==> config.mk <==
export PLATFORM = sky130hd
export DESIGN_NAME = cie_exec
export DESIGN_NICKNAME = d
export VERILOG_FILES = /design/src/rtl/cie_pkg.sv /design/src/rtl/cie_alu_if.sv /design/src/rtl/cie_alu.sv /design/src/rtl/cie_exec.sv
export SDC_FILE = /design/constraint.sdc
export NUM_CORES = 1
export LEC_CHECK = 0
export BUFFER_PORTS_ARGS = -buffer_cell sky130_fd_sc_hd__buf_2
export CORE_MARGIN = 4
export CORE_UTILIZATION = 35
export CTS_CLUSTER_DIAMETER = 60
export DETAILED_ROUTE_END_ITERATION = 10
export PLACE_DENSITY = 0.66
export RECOVER_POWER = 50
export SETUP_SLACK_MARGIN = 0.4
export SYNTH_ARGS = -nofsm -noshare
export SYNTH_HDL_FRONTEND = slang
export SYNTH_SLANG_ARGS = --single-unit
==> constraint.sdc <==
create_clock -name sys_clk -period 3.6 [get_ports sys_clk]
set_input_delay 0.18 -clock sys_clk [delete_from_list [all_inputs] [get_ports sys_clk]]
set_output_delay 0.18 -clock sys_clk [all_outputs]
set_load 0.01 [all_outputs]
==> src/rtl/cie_pkg.sv <==
// Shared constants and types for the instruction execution block
package cie_pkg;
   // Operation selector, already decoded from the opcode by the fetch stage
   typedef enum logic [4:0] {
      OP_ADD      = 5'b00000, OP_AND      = 5'b00001, OP_CP       = 5'b00010,
      OP_SUB      = 5'b00011, OP_CLR      = 5'b00100, OP_DEC      = 5'b00101,
      OP_INC      = 5'b00110, OP_COM      = 5'b00111, OP_RLC      = 5'b01000,
      OP_SLA      = 5'b01001, OP_BR_C     = 5'b01010, OP_BR_NC    = 5'b01011,
      OP_BR_Z     = 5'b01100, OP_BR_NZ    = 5'b01101, OP_BR_BCLR  = 5'b01110,
      OP_BR_BSET  = 5'b01111, OP_BSET     = 5'b10000, OP_BCLR     = 5'b10001,
      OP_NOP      = 5'b10010, OP_RET      = 5'b10011, OP_RETURN_FROM_INTERRUPT     = 5'b10100,
      OP_STOP     = 5'b10101, OP_WAIT     = 5'b10110, OP_JP       = 5'b10111,
      OP_CALL     = 5'b11000
   } cie_op_t;

   typedef enum logic [0:0] {
      ST_IDLE = 1'b0,
      ST_EXEC = 1'b1
   } cie_state_t;

   // Cycle counts per instruction group
   localparam logic [2:0] CYC_ALU    = 3'h4;
   localparam logic [2:0] CYC_BR     = 3'h2;
   localparam logic [2:0] CYC_BIT_BR = 3'h5;
   localparam logic [2:0] CYC_BIT    = 3'h4;
   localparam logic [2:0] CYC_CTRL   = 3'h2;
   localparam logic [2:0] CYC_JP     = 3'h4;
   // Instruction lengths in bytes
   localparam logic [1:0] LEN_BR     = 2'h1;
   localparam logic [1:0] LEN_BIT_BR = 2'h3;
   localparam logic [1:0] LEN_BIT    = 2'h2;
   localparam logic [1:0] LEN_CTRL   = 2'h1;
   localparam logic [1:0] LEN_JP     = 2'h2;
   // Base added to the pc before the signed displacement
   localparam logic [11:0] REL5_BASE = 12'h001;
   localparam logic [11:0] REL8_BASE = 12'h002;
   localparam int          PC_W      = 12;
   localparam int          DATA_W    = 8;
   localparam logic [11:0] PC_RESET  = 12'h000;
   localparam logic [7:0]  ACC_RESET = 8'h00;
endpackage

==> src/rtl/cie_alu_if.sv <==
// Signals between the sequencer and the arithmetic unit
`timescale 1ns/1ps
interface cie_alu_if;
   cie_pkg::cie_op_t op;
   logic [7:0]       opA;
   logic [7:0]       opB;
   logic [2:0]       bitIdx;
   logic             zIn;
   logic             cIn;
   logic             dstAcc;
   logic [7:0]       res;
   logic             zOut;
   logic             cOut;
   logic             updZ;
   logic             updC;
   logic             take;

   modport seq (output op, opA, opB, bitIdx, zIn, cIn, dstAcc,
                input  res, zOut, cOut, updZ, updC, take);
   modport alu (input  op, opA, opB, bitIdx, zIn, cIn, dstAcc,
                output res, zOut, cOut, updZ, updC, take);
endinterface

==> src/rtl/cie_alu.sv <==
// Result, flag and branch-condition logic for one instruction
`timescale 1ns/1ps
module cie_alu (
   // Operands and results
   cie_alu_if.alu a
);
   logic [8:0] wide;

   // Result and flag effects by operation
   always_comb begin
      wide    = 9'h000;
      a.res   = a.opA;
      a.updZ  = 1'b0;
      a.updC  = 1'b0;
      a.cOut  = a.cIn;
      a.take  = 1'b0;
      case (a.op)
         cie_pkg::OP_ADD: begin
            wide   = {1'b0, a.opA} + {1'b0, a.opB};
            a.res  = wide[7:0];
            a.cOut = wide[8];
            a.updZ = 1'b1;
            a.updC = 1'b1;
         end
         cie_pkg::OP_AND: begin
            a.res  = a.opA & a.opB;
            a.cOut = 1'b0;
            a.updZ = 1'b1;
            a.updC = 1'b1;
         end
         // Compare and subtract report a borrow in carry
         cie_pkg::OP_CP, cie_pkg::OP_SUB: begin
            wide   = {1'b0, a.opA} - {1'b0, a.opB};
            a.res  = wide[7:0];
            a.cOut = wide[8];
            a.updZ = 1'b1;
            a.updC = 1'b1;
         end
         // clear of a register keeps flags
         cie_pkg::OP_CLR: begin
            a.res  = 8'h00;
            a.cOut = 1'b0;
            a.updZ = a.dstAcc;
            a.updC = a.dstAcc;
         end
         cie_pkg::OP_DEC: begin
            a.res  = a.opA - 8'h01;
            a.updZ = 1'b1;
         end
         cie_pkg::OP_INC: begin
            a.res  = a.opA + 8'h01;
            a.updZ = 1'b1;
         end
         cie_pkg::OP_COM: begin
            a.res  = ~a.opA;
            a.cOut = a.opA[7];
            a.updZ = 1'b1;
            a.updC = 1'b1;
         end
         // msb to carry, old carry in
         cie_pkg::OP_RLC: begin
            a.res  = {a.opA[6:0], a.cIn};
            a.cOut = a.opA[7];
            a.updZ = 1'b1;
            a.updC = 1'b1;
         end
         cie_pkg::OP_SLA: begin
            a.res  = {a.opA[6:0], 1'b0};
            a.cOut = a.opA[7];
            a.updZ = 1'b1;
            a.updC = 1'b1;
         end
         cie_pkg::OP_BR_C:  a.take = a.cIn;
         cie_pkg::OP_BR_NC: a.take = ~a.cIn;
         cie_pkg::OP_BR_Z:  a.take = a.zIn;
         cie_pkg::OP_BR_NZ: a.take = ~a.zIn;
         cie_pkg::OP_BR_BCLR: begin
            a.cOut = a.opA[a.bitIdx];
            a.updC = 1'b1;
            a.take = ~a.opA[a.bitIdx];
         end
         cie_pkg::OP_BR_BSET: begin
            a.cOut = a.opA[a.bitIdx];
            a.updC = 1'b1;
            a.take = a.opA[a.bitIdx];
         end
         cie_pkg::OP_BSET: a.res = a.opA | (8'h01 << a.bitIdx);
         cie_pkg::OP_BCLR: a.res = a.opA & ~(8'h01 << a.bitIdx);
         default: a.res = a.opA;
      endcase
      a.zOut = (a.res == 8'h00);
   end
endmodule // cie_alu

==> src/rtl/cie_exec.sv <==
// Instruction execution sequencer: operands, flags, pc and cycle timing
// Operation
// - add, and, compare, subtract use accumulator plus data or immediate
// - clear, decrement, increment may target any of the 256 data bytes
// - complement, rotate and shift act on the accumulator only
// - arithmetic takes 4 cycles; inc/dec keep carry; register clear keeps flags
// - conditional branch jumps only when its condition holds, else pc steps past it
// - flag branches 1 byte 2 cycles; bit branches 3 bytes 5 cycles
// - flag branches use 5-bit signed displacement, reach -15 to +16
// - bit branches use 8-bit signed displacement, range -126 to +129
// - bit branch copies tested bit into carry, zero kept
// - bit set and clear reach any bit of any data byte
// - a 3-bit index picks the bit within the byte
// - bit set and clear: 2 bytes, 4 cycles, flags kept
// - control ops 1 byte 2 cycles; only interrupt return changes flags
// - jump and call carry a full 12-bit target
// - with watchdog selected, stop executes as wait
// - jump and call: 2 bytes, 4 cycles, flags kept
`timescale 1ns/1ps
module cie_exec (
   // Clock and reset
   input  wire logic             sys_clk,
   input  wire logic             nrst,
   // Instruction request
   input  wire logic             start,
   input  cie_pkg::cie_op_t      op,
   input  wire logic [1:0]       arithLen,
   input  wire logic             srcImm,
   input  wire logic             dstAcc,
   input  wire logic [7:0]       immByte,
   input  wire logic [7:0]       dataByte,
   input  wire logic [7:0]       dataAddr,
   input  wire logic [2:0]       bitIdx,
   input  wire logic [4:0]       disp5,
   input  wire logic [7:0]       disp8,
   input  wire logic [11:0]      target,
   // Stack and option inputs
   input  wire logic [11:0]      stackPc,
   input  wire logic             savedZ,
   input  wire logic             savedC,
   input  wire logic             watchdogSel,
   // Status and results
   output logic                  busy,
   output logic                  done,
   output logic [1:0]            instLen,
   output logic [11:0]           pc,
   output logic [7:0]            acc,
   output logic                  zero,
   output logic                  carry,
   // Data space write
   output logic                  memWe,
   output logic [7:0]            memAddr,
   output logic [7:0]            memData,
   // Stack push and power requests
   output logic                  pushEn,
   output logic [11:0]           pushPc,
   output logic                  stopReq,
   output logic                  waitReq
);
   cie_alu_if alu ();

   cie_pkg::cie_state_t st, next_st;
   cie_pkg::cie_op_t    latOp, next_latOp;
   logic [2:0]  cnt, next_cnt;
   logic        latImm, next_latImm, latAcc, next_latAcc;
   logic [7:0]  latImmB, next_latImmB, latData, next_latData, latAddr, next_latAddr;
   logic [2:0]  latBit, next_latBit;
   logic [4:0]  latD5, next_latD5;
   logic [7:0]  latD8, next_latD8;
   logic [11:0] latTgt, next_latTgt;
   logic [1:0]  next_instLen;
   logic        next_busy, next_done, next_zero, next_carry;
   logic [11:0] next_pc, next_pushPc;
   logic [7:0]  next_acc, next_memAddr, next_memData;
   logic        next_memWe, next_pushEn, next_stopReq, next_waitReq;

   // Cycle count of an operation
   function automatic logic [2:0] cycOf(input cie_pkg::cie_op_t o);
      case (o)
         cie_pkg::OP_BR_C, cie_pkg::OP_BR_NC,
         cie_pkg::OP_BR_Z, cie_pkg::OP_BR_NZ:         cycOf = cie_pkg::CYC_BR;
         cie_pkg::OP_BR_BCLR, cie_pkg::OP_BR_BSET:    cycOf = cie_pkg::CYC_BIT_BR;
         cie_pkg::OP_BSET, cie_pkg::OP_BCLR:          cycOf = cie_pkg::CYC_BIT;
         cie_pkg::OP_NOP, cie_pkg::OP_RET, cie_pkg::OP_RETURN_FROM_INTERRUPT,
         cie_pkg::OP_STOP, cie_pkg::OP_WAIT:          cycOf = cie_pkg::CYC_CTRL;
         cie_pkg::OP_JP, cie_pkg::OP_CALL:            cycOf = cie_pkg::CYC_JP;
         default:                                     cycOf = cie_pkg::CYC_ALU;
      endcase
   endfunction

   // Byte length; arithmetic length comes from the addressing-mode decoder
   function automatic logic [1:0] lenOf(input cie_pkg::cie_op_t o, input logic [1:0] al);
      case (o)
         cie_pkg::OP_BR_C, cie_pkg::OP_BR_NC,
         cie_pkg::OP_BR_Z, cie_pkg::OP_BR_NZ:         lenOf = cie_pkg::LEN_BR;
         cie_pkg::OP_BR_BCLR, cie_pkg::OP_BR_BSET:    lenOf = cie_pkg::LEN_BIT_BR;
         cie_pkg::OP_BSET, cie_pkg::OP_BCLR:          lenOf = cie_pkg::LEN_BIT;
         cie_pkg::OP_NOP, cie_pkg::OP_RET, cie_pkg::OP_RETURN_FROM_INTERRUPT,
         cie_pkg::OP_STOP, cie_pkg::OP_WAIT:          lenOf = cie_pkg::LEN_CTRL;
         cie_pkg::OP_JP, cie_pkg::OP_CALL:            lenOf = cie_pkg::LEN_JP;
         default:                                     lenOf = al;
      endcase
   endfunction

   // True for operations whose operand sits in data space rather than the accumulator
   function automatic logic memOperand(input cie_pkg::cie_op_t o, input logic toAcc);
      case (o)
         cie_pkg::OP_CLR, cie_pkg::OP_DEC, cie_pkg::OP_INC: memOperand = ~toAcc;
         cie_pkg::OP_BR_BCLR, cie_pkg::OP_BR_BSET,
         cie_pkg::OP_BSET, cie_pkg::OP_BCLR:                 memOperand = 1'b1;
         default:                                            memOperand = 1'b0;
      endcase
   endfunction

   // ----------------------------------------------------------------
   // Operand routing
   // ----------------------------------------------------------------
   // complement, rotate, shift always see the accumulator
   // step and clear ops take the data byte when not on the acc
   assign alu.op     = latOp;
   assign alu.opA    = memOperand(latOp, latAcc) ? latData : acc;
   // second operand: immediate or data byte
   assign alu.opB    = latImm ? latImmB : latData;
   assign alu.bitIdx = latBit;
   assign alu.zIn    = zero;
   assign alu.cIn    = carry;
   assign alu.dstAcc = latAcc;

   cie_alu u_alu (
      .a (alu.alu)
   );

   // ----------------------------------------------------------------
   // Sequencer next state
   // ----------------------------------------------------------------
   always_comb begin
      next_st      = st;
      next_cnt     = cnt;
      next_latOp   = latOp;
      next_latImm  = latImm;
      next_latAcc  = latAcc;
      next_latImmB = latImmB;
      next_latData = latData;
      next_latAddr = latAddr;
      next_latBit  = latBit;
      next_latD5   = latD5;
      next_latD8   = latD8;
      next_latTgt  = latTgt;
      next_instLen = instLen;
      next_busy    = busy;
      next_pc      = pc;
      next_acc     = acc;
      next_zero    = zero;
      next_carry   = carry;
      next_memAddr = memAddr;
      next_memData = memData;
      next_pushPc  = pushPc;
      // Pulses drop back after one cycle
      next_done    = 1'b0;
      next_memWe   = 1'b0;
      next_pushEn  = 1'b0;
      next_stopReq = 1'b0;
      next_waitReq = 1'b0;
      case (st)
         // Requests are only taken while idle; a start while busy is ignored
         cie_pkg::ST_IDLE: begin
            if (start) begin
               next_st      = cie_pkg::ST_EXEC;
               next_cnt     = cycOf(op) - 3'h1;
               next_latOp   = op;
               next_latImm  = srcImm;
               next_latAcc  = dstAcc;
               next_latImmB = immByte;
               next_latData = dataByte;
               next_latAddr = dataAddr;
               next_latBit  = bitIdx;
               next_latD5   = disp5;
               next_latD8   = disp8;
               next_latTgt  = target;
               next_instLen = lenOf(op, arithLen);
               next_busy    = 1'b1;
            end
         end
         cie_pkg::ST_EXEC: begin
            if (cnt != 3'h0) begin
               next_cnt = cnt - 3'h1;
            end else begin
               // Commit in the last cycle of the instruction
               next_st   = cie_pkg::ST_IDLE;
               next_busy = 1'b0;
               next_done = 1'b1;
               next_pc   = pc + {10'h000, instLen};
               // flags only where the operation updates them
               if (alu.updZ) begin
                  next_zero = alu.zOut;
               end
               if (alu.updC) begin
                  next_carry = alu.cOut;
               end
               case (latOp)
                  cie_pkg::OP_ADD, cie_pkg::OP_AND, cie_pkg::OP_SUB,
                  cie_pkg::OP_COM, cie_pkg::OP_RLC, cie_pkg::OP_SLA: next_acc = alu.res;
                  // Compare leaves the accumulator intact
                  cie_pkg::OP_CP: next_acc = acc;
                  // result to acc or to its data-space byte
                  cie_pkg::OP_CLR, cie_pkg::OP_DEC, cie_pkg::OP_INC,
                  cie_pkg::OP_BSET, cie_pkg::OP_BCLR: begin
                     if (memOperand(latOp, latAcc)) begin
                        next_memWe   = 1'b1;
                        next_memAddr = latAddr;
                        next_memData = alu.res;
                     end else begin
                        next_acc = alu.res;
                     end
                  end
                  // relative reach from a 5-bit displacement
                  cie_pkg::OP_BR_C, cie_pkg::OP_BR_NC,
                  cie_pkg::OP_BR_Z, cie_pkg::OP_BR_NZ: begin
                     if (alu.take) begin
                        next_pc = pc + cie_pkg::REL5_BASE + {{7{latD5[4]}}, latD5};
                     end
                  end
                  // 8-bit displacement from the third byte
                  cie_pkg::OP_BR_BCLR, cie_pkg::OP_BR_BSET: begin
                     if (alu.take) begin
                        next_pc = pc + cie_pkg::REL8_BASE + {{4{latD8[7]}}, latD8};
                     end
                  end
                  cie_pkg::OP_RET: next_pc = stackPc;
                  // only the interrupt return restores flags
                  cie_pkg::OP_RETURN_FROM_INTERRUPT: begin
                     next_pc    = stackPc;
                     next_zero  = savedZ;
                     next_carry = savedC;
                  end
                  cie_pkg::OP_STOP: begin
                     next_stopReq = ~watchdogSel;
                     next_waitReq = watchdogSel;
                  end
                  cie_pkg::OP_WAIT: next_waitReq = 1'b1;
                  cie_pkg::OP_JP: next_pc = latTgt;
                  cie_pkg::OP_CALL: begin
                     next_pushEn = 1'b1;
                     next_pushPc = pc + {10'h000, instLen};
                     next_pc     = latTgt;
                  end
                  default: next_acc = acc;
               endcase
            end
         end
         default: next_st = cie_pkg::ST_IDLE;
      endcase
   end

   // ----------------------------------------------------------------
   // State registers
   // ----------------------------------------------------------------
   always_ff @(posedge sys_clk) begin
      if (!nrst) begin
         st      <= cie_pkg::ST_IDLE;
         cnt     <= 3'h0;
         latOp   <= cie_pkg::OP_NOP;
         latImm  <= 1'b0;
         latAcc  <= 1'b0;
         latImmB <= 8'h00;
         latData <= 8'h00;
         latAddr <= 8'h00;
         latBit  <= 3'h0;
         latD5   <= 5'h00;
         latD8   <= 8'h00;
         latTgt  <= 12'h000;
         instLen <= 2'h0;
         busy    <= 1'b0;
         done    <= 1'b0;
         pc      <= cie_pkg::PC_RESET;
         acc     <= cie_pkg::ACC_RESET;
         zero    <= 1'b0;
         carry   <= 1'b0;
         memWe   <= 1'b0;
         memAddr <= 8'h00;
         memData <= 8'h00;
         pushEn  <= 1'b0;
         pushPc  <= 12'h000;
         stopReq <= 1'b0;
         waitReq <= 1'b0;
      end else begin
         st      <= next_st;
         cnt     <= next_cnt;
         latOp   <= next_latOp;
         latImm  <= next_latImm;
         latAcc  <= next_latAcc;
         latImmB <= next_latImmB;
         latData <= next_latData;
         latAddr <= next_latAddr;
         latBit  <= next_latBit;
         latD5   <= next_latD5;
         latD8   <= next_latD8;
         latTgt  <= next_latTgt;
         instLen <= next_instLen;
         busy    <= next_busy;
         done    <= next_done;
         pc      <= next_pc;
         acc     <= next_acc;
         zero    <= next_zero;
         carry   <= next_carry;
         memWe   <= next_memWe;
         memAddr <= next_memAddr;
         memData <= next_memData;
         pushEn  <= next_pushEn;
         pushPc  <= next_pushPc;
         stopReq <= next_stopReq;
         waitReq <= next_waitReq;
      end
   end
endmodule // cie_exec

==> flow_metrics.tcl, run 1 <==
set metrics [dict create \
    outcome "finished with violations" \
    violations "capacitance limit, slew limit" \
    ir_drop_v 0.000229 \
    gr-usage-all-layers_pct 22.4 \
    maxSlewViolCount 35 \
    ys_warn_count 0 \
    numClockSinks 121 \
    overflow 0 \
    final_cells 1658 \
    ios 137 \
    synth-xor-area-share_pct 3.57 \
    initial_core_util_pct 35.5 \
    die_h_um 165 \
    port-buffer-count 136 \
    syn_area_mm2 0.00861 \
    synth_edf_count 0 \
    rsz0062_at_grt "yes" \
    fin_crit_ns 3.51 \
    synth-adder-area-share_pct 9.82 \
    antenna_left 0 \
    seqPwrFrac_pct 32.6 \
    layout_common_cells "nand2_1, dfxtp_1, buf_2, buf_4, a21oi_1" \
    via_per_inst 5.49 \
    path_class "reg2reg" \
    drive_gt1_share_pct 21.2 \
    postSynth.asyncResetShare_pct 0 \
    first_global_vias 8478 \
    yosys.area_share.simple_pct 22.6 \
    end_kind "register" \
    nNetsFinal 1464 \
    synthMuxAreaShare_pct 4.78 \
    drt_wl_total_um 31400 \
    total_power_mw 4.60 \
    pwr-share-comb_pct 26.4 \
    power.share.clock_pct 41.0 \
    h-tree-depth 4 \
    insertion_delay_ns 0.42 \
    wire_per_inst_um 18.9 \
    sw_frac_of_total_pct 32.2 \
    switchingPower_mw 1.48 \
    synth.avg_cell_area_um2 7.74 \
    cp.required_ns 3.96 \
    cts_buffer_depth 2 \
    maxCapViolCount 1 \
    drc_errors 0 \
    finalClockSkew_ns 0.0110 \
    dp_cells 1588 \
    post-route-period-util_pct 97.6 \
    postSynthCellCount 1112 \
    final_common_cell "nand2_1" \
    grt_max_degree 60 \
    area.growth.synth_to_final_pct 31.9 \
    synth_area_leaders "dfxtp_1, nand2_1, ha_1" \
    vias 9102 \
    cts_root_buf "clkbuf_16" \
    cts_tree "yes" \
    synth_top_area_share_pct 28.1 \
    fin_tns_setup_ns 0 \
    gp_congestion 0.984 \
    synth_compound_area_share_pct 26.1 \
    leakagePower_nw 4.74 \
    grt_antenna_before_repair 0 \
    p_int_mw 3.12 \
    rows 57 \
    maxClockFrequency_mhz 285 \
    core_area_mm2 0.0242 \
    max_slew_margin_pct -44.8 \
    cp_slowest_cell "a211o_4" \
    grt_pass1_wl_um 47800 \
    design.die.area_mm2 0.0272 \
    num_antenna_cells 0 \
    cts_made_buffers 17 \
    min_path_type "in2reg" \
    placed_area_mm2 0.0101 \
    die_w_um 165 \
    synth_top_cell_by_area "dfxtp_1" \
    p_per_area_mw_per_mm2 405 \
    clk_pin_slew_ns 0.06 \
    crit_arrival_ns 3.88 \
    setup_viol 0 \
    syn_nets 1255 \
    cp_slowest_stage_delay_ns 0.39 \
    final_hold_viol_count 0 \
    worstMarginPinSlew_ns 2.17 \
    critPathMaxFanout 6 \
    design_area_mm2 0.0114 \
    dpl.hpwl_um 24000 \
    ys_ff_latch 121 \
    synth-main-ff-cell "dfxtp_1" \
    synth_cell_type_count 84 \
    synth_top_family_by_area "compound AO/OA/AOI/OAI gates" \
    ys_seq_area_share_pct 28.1 \
    startpoint_type "register" \
    drt_iter0_markers 819 \
    drtPass1Iterations 5 \
    crit_path_cell_trace "and4b_2 > a211o_4 > mux2i_4 > inv_4 > ha_4 > a21o_1 > a211oi_2 > nor2_1 > o41a_1 > mux2i_1 > or3_4 > o21ba_4 > o22ai_4 > a41o_1" \
]
-- cell usage after synthesis (5+ instances only) --
cell      count
nand2_1     216
dfxtp_1     121
a21oi_1      87
nor2_1       62
ha_1         58
o21ai_0      49
clkbuf_1     46
inv_1        40
mux2i_1      34
nor3_1       31
a21boi_0     25
nand3_1      24
nor2b_1      23
xnor2_1      23
a31oi_1      17
a211oi_1     15
a221oi_1     13
and3_1       13
a21o_1       11
o21ai_1      11
o221ai_1     11
nand2b_1      9
xor2_1        9
and2_1        8
o21a_1        8
o211ai_1      7
o31ai_1       7
a221o_1       6
buf_2         6
fa_1          6
nor4_1        6
o211a_1       6
o21bai_1      6
o22ai_1       6
or3_1         6
a22oi_1       5
-- final timing paths --
path	from	end	slack [ns]	cells after the start
worst max-delay path	alu.op[4]	zero	0.09	14
worst max register to register	alu.op[4]	zero	0.09	14
worst min-delay path	dataAddr[6]	latAddr[6]	0.007	3
worst min register to register	latAddr[3]	memAddr[3]	0.45	2
-- cells by family after synthesis --
family | after synthesis
and+or+nand+nor | 421
xor gates and xnor gates | 33
adders and majority gates | 64
buffers and inverters | 104
muxes | 40
DFF | 121
AOI/OAI and AO/OA | 329
-- layer usage --
| metal | vias to the layer above | GRT usage [%] | wire, µm |
|---|---|---|---|
| met2 | 343 | 35.3 | 13800 |
| li1 | 4449 | - | - |
| met1 | 4274 | 31.9 | 14800 |
| met5 | - | 0 | 0 |
| met3 | 36 | 3.07 | 2230 |
| met4 | 0 | 6.16 | 554 |
-- critical path, delay by kind of cell, from the launching register on --
kind,cells,cell delay (ns)
compound gates,7,1.68
fa+ha+maj,1,0.21
buf+inv,1,0.13
mux,2,0.35
simple gates,3,0.70
flops,1,0.38
-- per-stage QoR --
stage	worst slack [ns]	hold slack (ns)	utilization, %
finish	0.0851	0.00657	46.9
global route	-0.0426	0.0106	46.9
CTS	0.145	0.00178	46.4
detailed placement	-0.214	0.425	41.6
global placement	-0.139	0.424	41.6
floorplan	0.207	0.256	-
-- power groups by stage --
stage / Clock (mW) / Sequential (mW) / Combinational [mW]
after floorplan: 0 / 1.50 / 0.692
after global placement: 0 / 1.53 / 1.06
after detailed placement: 0 / 1.53 / 1.07
after CTS: 1.91 / 1.50 / 1.17
after global routing: 1.97 / 1.51 / 1.32
final: 1.89 / 1.50 / 1.21
-- repair_timing --
| action | CTS | global route |
|---|---|---|
| resized for setup | 42 | 29 |
| buffers inserted | 7 | 5 |
| pin swaps | 26 | 20 |
| endpoints found under the hold margin | 26 | 0 |
| gates cloned | 0 | 0 |
| setup endpoints to repair | 14 | 18 |
| hold buffers | 26 | 0 |
-- sequential cells by signal (all words and copies together) (netlist names), 2 cells and up --
name        count
alu.op          5
instLen         2
latImmB         8
latAddr         8
cnt             3
pc             12
latD5           5
latD8           8
alu.bitIdx      3
latData         8
pushPc         12
latTgt         12
memData         8
acc             8
memAddr         8
-- final cells by class --
| class | instances | area [µm²] |
|---|---|---|
| inverters | 44 | 173 |
| clock inverters | 14 | 209 |
| repair buffers | 250 | 1530 |
| clock buffers | 18 | 429 |
| fillers | 2416 | 12900 |
| flip-flops and latches | 121 | 2430 |
| well taps | 324 | 405 |
| multi-input cells | 887 | 6180 |
No activity file was read; power rests on OpenSTA's default activity.
==> inputs of run 2 (changes only) <==
BUFFER_PORTS_ARGS = -buffer_cell sky130_fd_sc_hd__buf_4   (was -buffer_cell sky130_fd_sc_hd__buf_2)
CORE_UTILIZATION = 52   (was 35)
CTS_CLUSTER_DIAMETER = 100   (was 60)
PLACE_DENSITY = 0.87   (was 0.66)
==> flow_metrics.tcl, run 2 (synthesis results as in run 1) <==
set metrics [dict create \
    clk_pin_slew_ns 0.06 \
    rows 46 \
    core_area_mm2 0.0161 \
    area.growth.synth_to_final_pct 29.5 \
    drtPass1Iterations 7 \
    drt_wl_total_um 30600 \
    min_path_type "in2reg" \
    final_cells 1538 \
    outcome "finished clean" \
    insertion_delay_ns 0.43 \
    end_kind "register" \
    gr-usage-all-layers_pct 32.2 \
    post-route-period-util_pct 97.2 \
    dp_cells 1481 \
    nNetsFinal 1452 \
    reg_top3 "latTgt (12), pc (12), pushPc (12)" \
    dpl.hpwl_um 22500 \
    gp_congestion 1.05 \
    cts_tree "yes" \
    utilization_pct 69.4 \
    rr_startpoint "alu.op[1]" \
    antenna_left 0 \
    fin_tns_setup_ns 0 \
    critPathMaxFanout 6 \
    finalClockSkew_ns 0.00915 \
    cp.required_ns 3.97 \
    cts_root_buf "clkbuf_16" \
    die_w_um 137 \
    final_hold_viol_count 0 \
    vias 9481 \
    initial_core_util_pct 53.6 \
    maxClockFrequency_mhz 286 \
    grt_antenna_before_repair 0 \
    num_antenna_cells 0 \
    layout_common_cells "nand2_1, buf_4, dfxtp_1, a21oi_1, nor2_1" \
    drive_gt1_share_pct 20.7 \
    worstMarginPinSlew_ns 1.00 \
    ir_drop_v 0.000348 \
    grt_max_degree 60 \
    overflow 0 \
    design_area_mm2 0.0112 \
    port-buffer-count 136 \
    drt_iter0_markers 1047 \
    die_h_um 137 \
    startpoint_type "register" \
    crit_start "alu.op[1]" \
    cts_made_buffers 17 \
    ios 137 \
    cts_buffer_depth 2 \
    path_class "reg2reg" \
    p_per_area_mw_per_mm2 402 \
    maxCapViolCount 0 \
    design.die.area_mm2 0.0187 \
    numClockSinks 121 \
    placed_area_mm2 0.0103 \
    fin_crit_ns 3.50 \
    hold_start "target[0]" \
    first_global_vias 8781 \
    leakagePower_nw 4.73 \
    maxSlewViolCount 0 \
    grt_pass1_wl_um 47000 \
    rsz0062_at_grt "yes" \
    crit_arrival_ns 3.87 \
    h-tree-depth 4 \
    max_slew_margin_pct 33.0 \
    setup_viol 0 \
    drc_errors 0 \
    via_per_inst 6.16 \
    final_common_cell "nand2_1" \
    wire_per_inst_um 19.9 \
]
-- run 2: layout make-up --
type | instances | area [µm²]
multi-input combinational | 887 | 6050
fill | 1316 | 4910
sequential | 121 | 2440
timing repair buffer | 238 | 1620
clock buffer | 18 | 439
tap | 216 | 270
inverter | 44 | 168
clock inverter | 14 | 164
-- run 2: critical path, stage by stage, from the launching register on --
cell,delay (ns)
dfxtp_4,0.38
mux2i_4,0.19
buf_4,0.16
a211oi_4,0.32
buf_4,0.19
mux2_2,0.36
ha_2,0.40
inv_1,0.08
o21bai_1,0.16
o41a_1,0.18
mux2i_1,0.08
or3_4,0.36
o21ba_4,0.21
o22ai_4,0.18
a41o_1,0.18
-- run 2: final timing paths --
check | to | slack [ns] | cells after the start
min reg2reg | memAddr[6] | 0.45 | 2
max reg2reg | zero | 0.10 | 14
min | latTgt[0] | 0.008 | 3
max | zero | 0.10 | 14
-- run 2: per-layer routing --
metal | vias up | part of all wire (%) | global-route usage (%)
met3 | 79 | 11 | 7.32
met2 | 547 | 44 | 49.7
met1 | 4442 | 43 | 44.3
li1 | 4413 | - | -
met4 | 0 | 2.8 | 11.0
met5 | - | 0 | 0
-- run 2: repair_timing --
action                     CTS  global route
hold buffers                15             0
setup endpoints to repair   16            18
gates resized for setup     28            28
hold endpoints to repair    15             0
setup buffers                8             2
pin swaps                   26            16
cloned                       0             0
-- run 2: per-stage QoR --
step	setup WS [ns]	total power, mW	hold slack, ns
final	0.101	4.48	0.00832
after global routing	-0.0305	4.64	0.0101
after CTS	0.119	4.43	0.000551
after detailed placement	0.00493	2.63	0.413
after global placement	0.0724	2.61	0.413
after floorplan	0.207	2.19	0.256
-- run 2: report_power, final --
group | switching (mW) | leakage (nW) | internal, mW
registers | 0.0950 | 0.988 | 1.41
clock network | 0.713 | 0.293 | 1.06
logic | 0.679 | 3.45 | 0.529
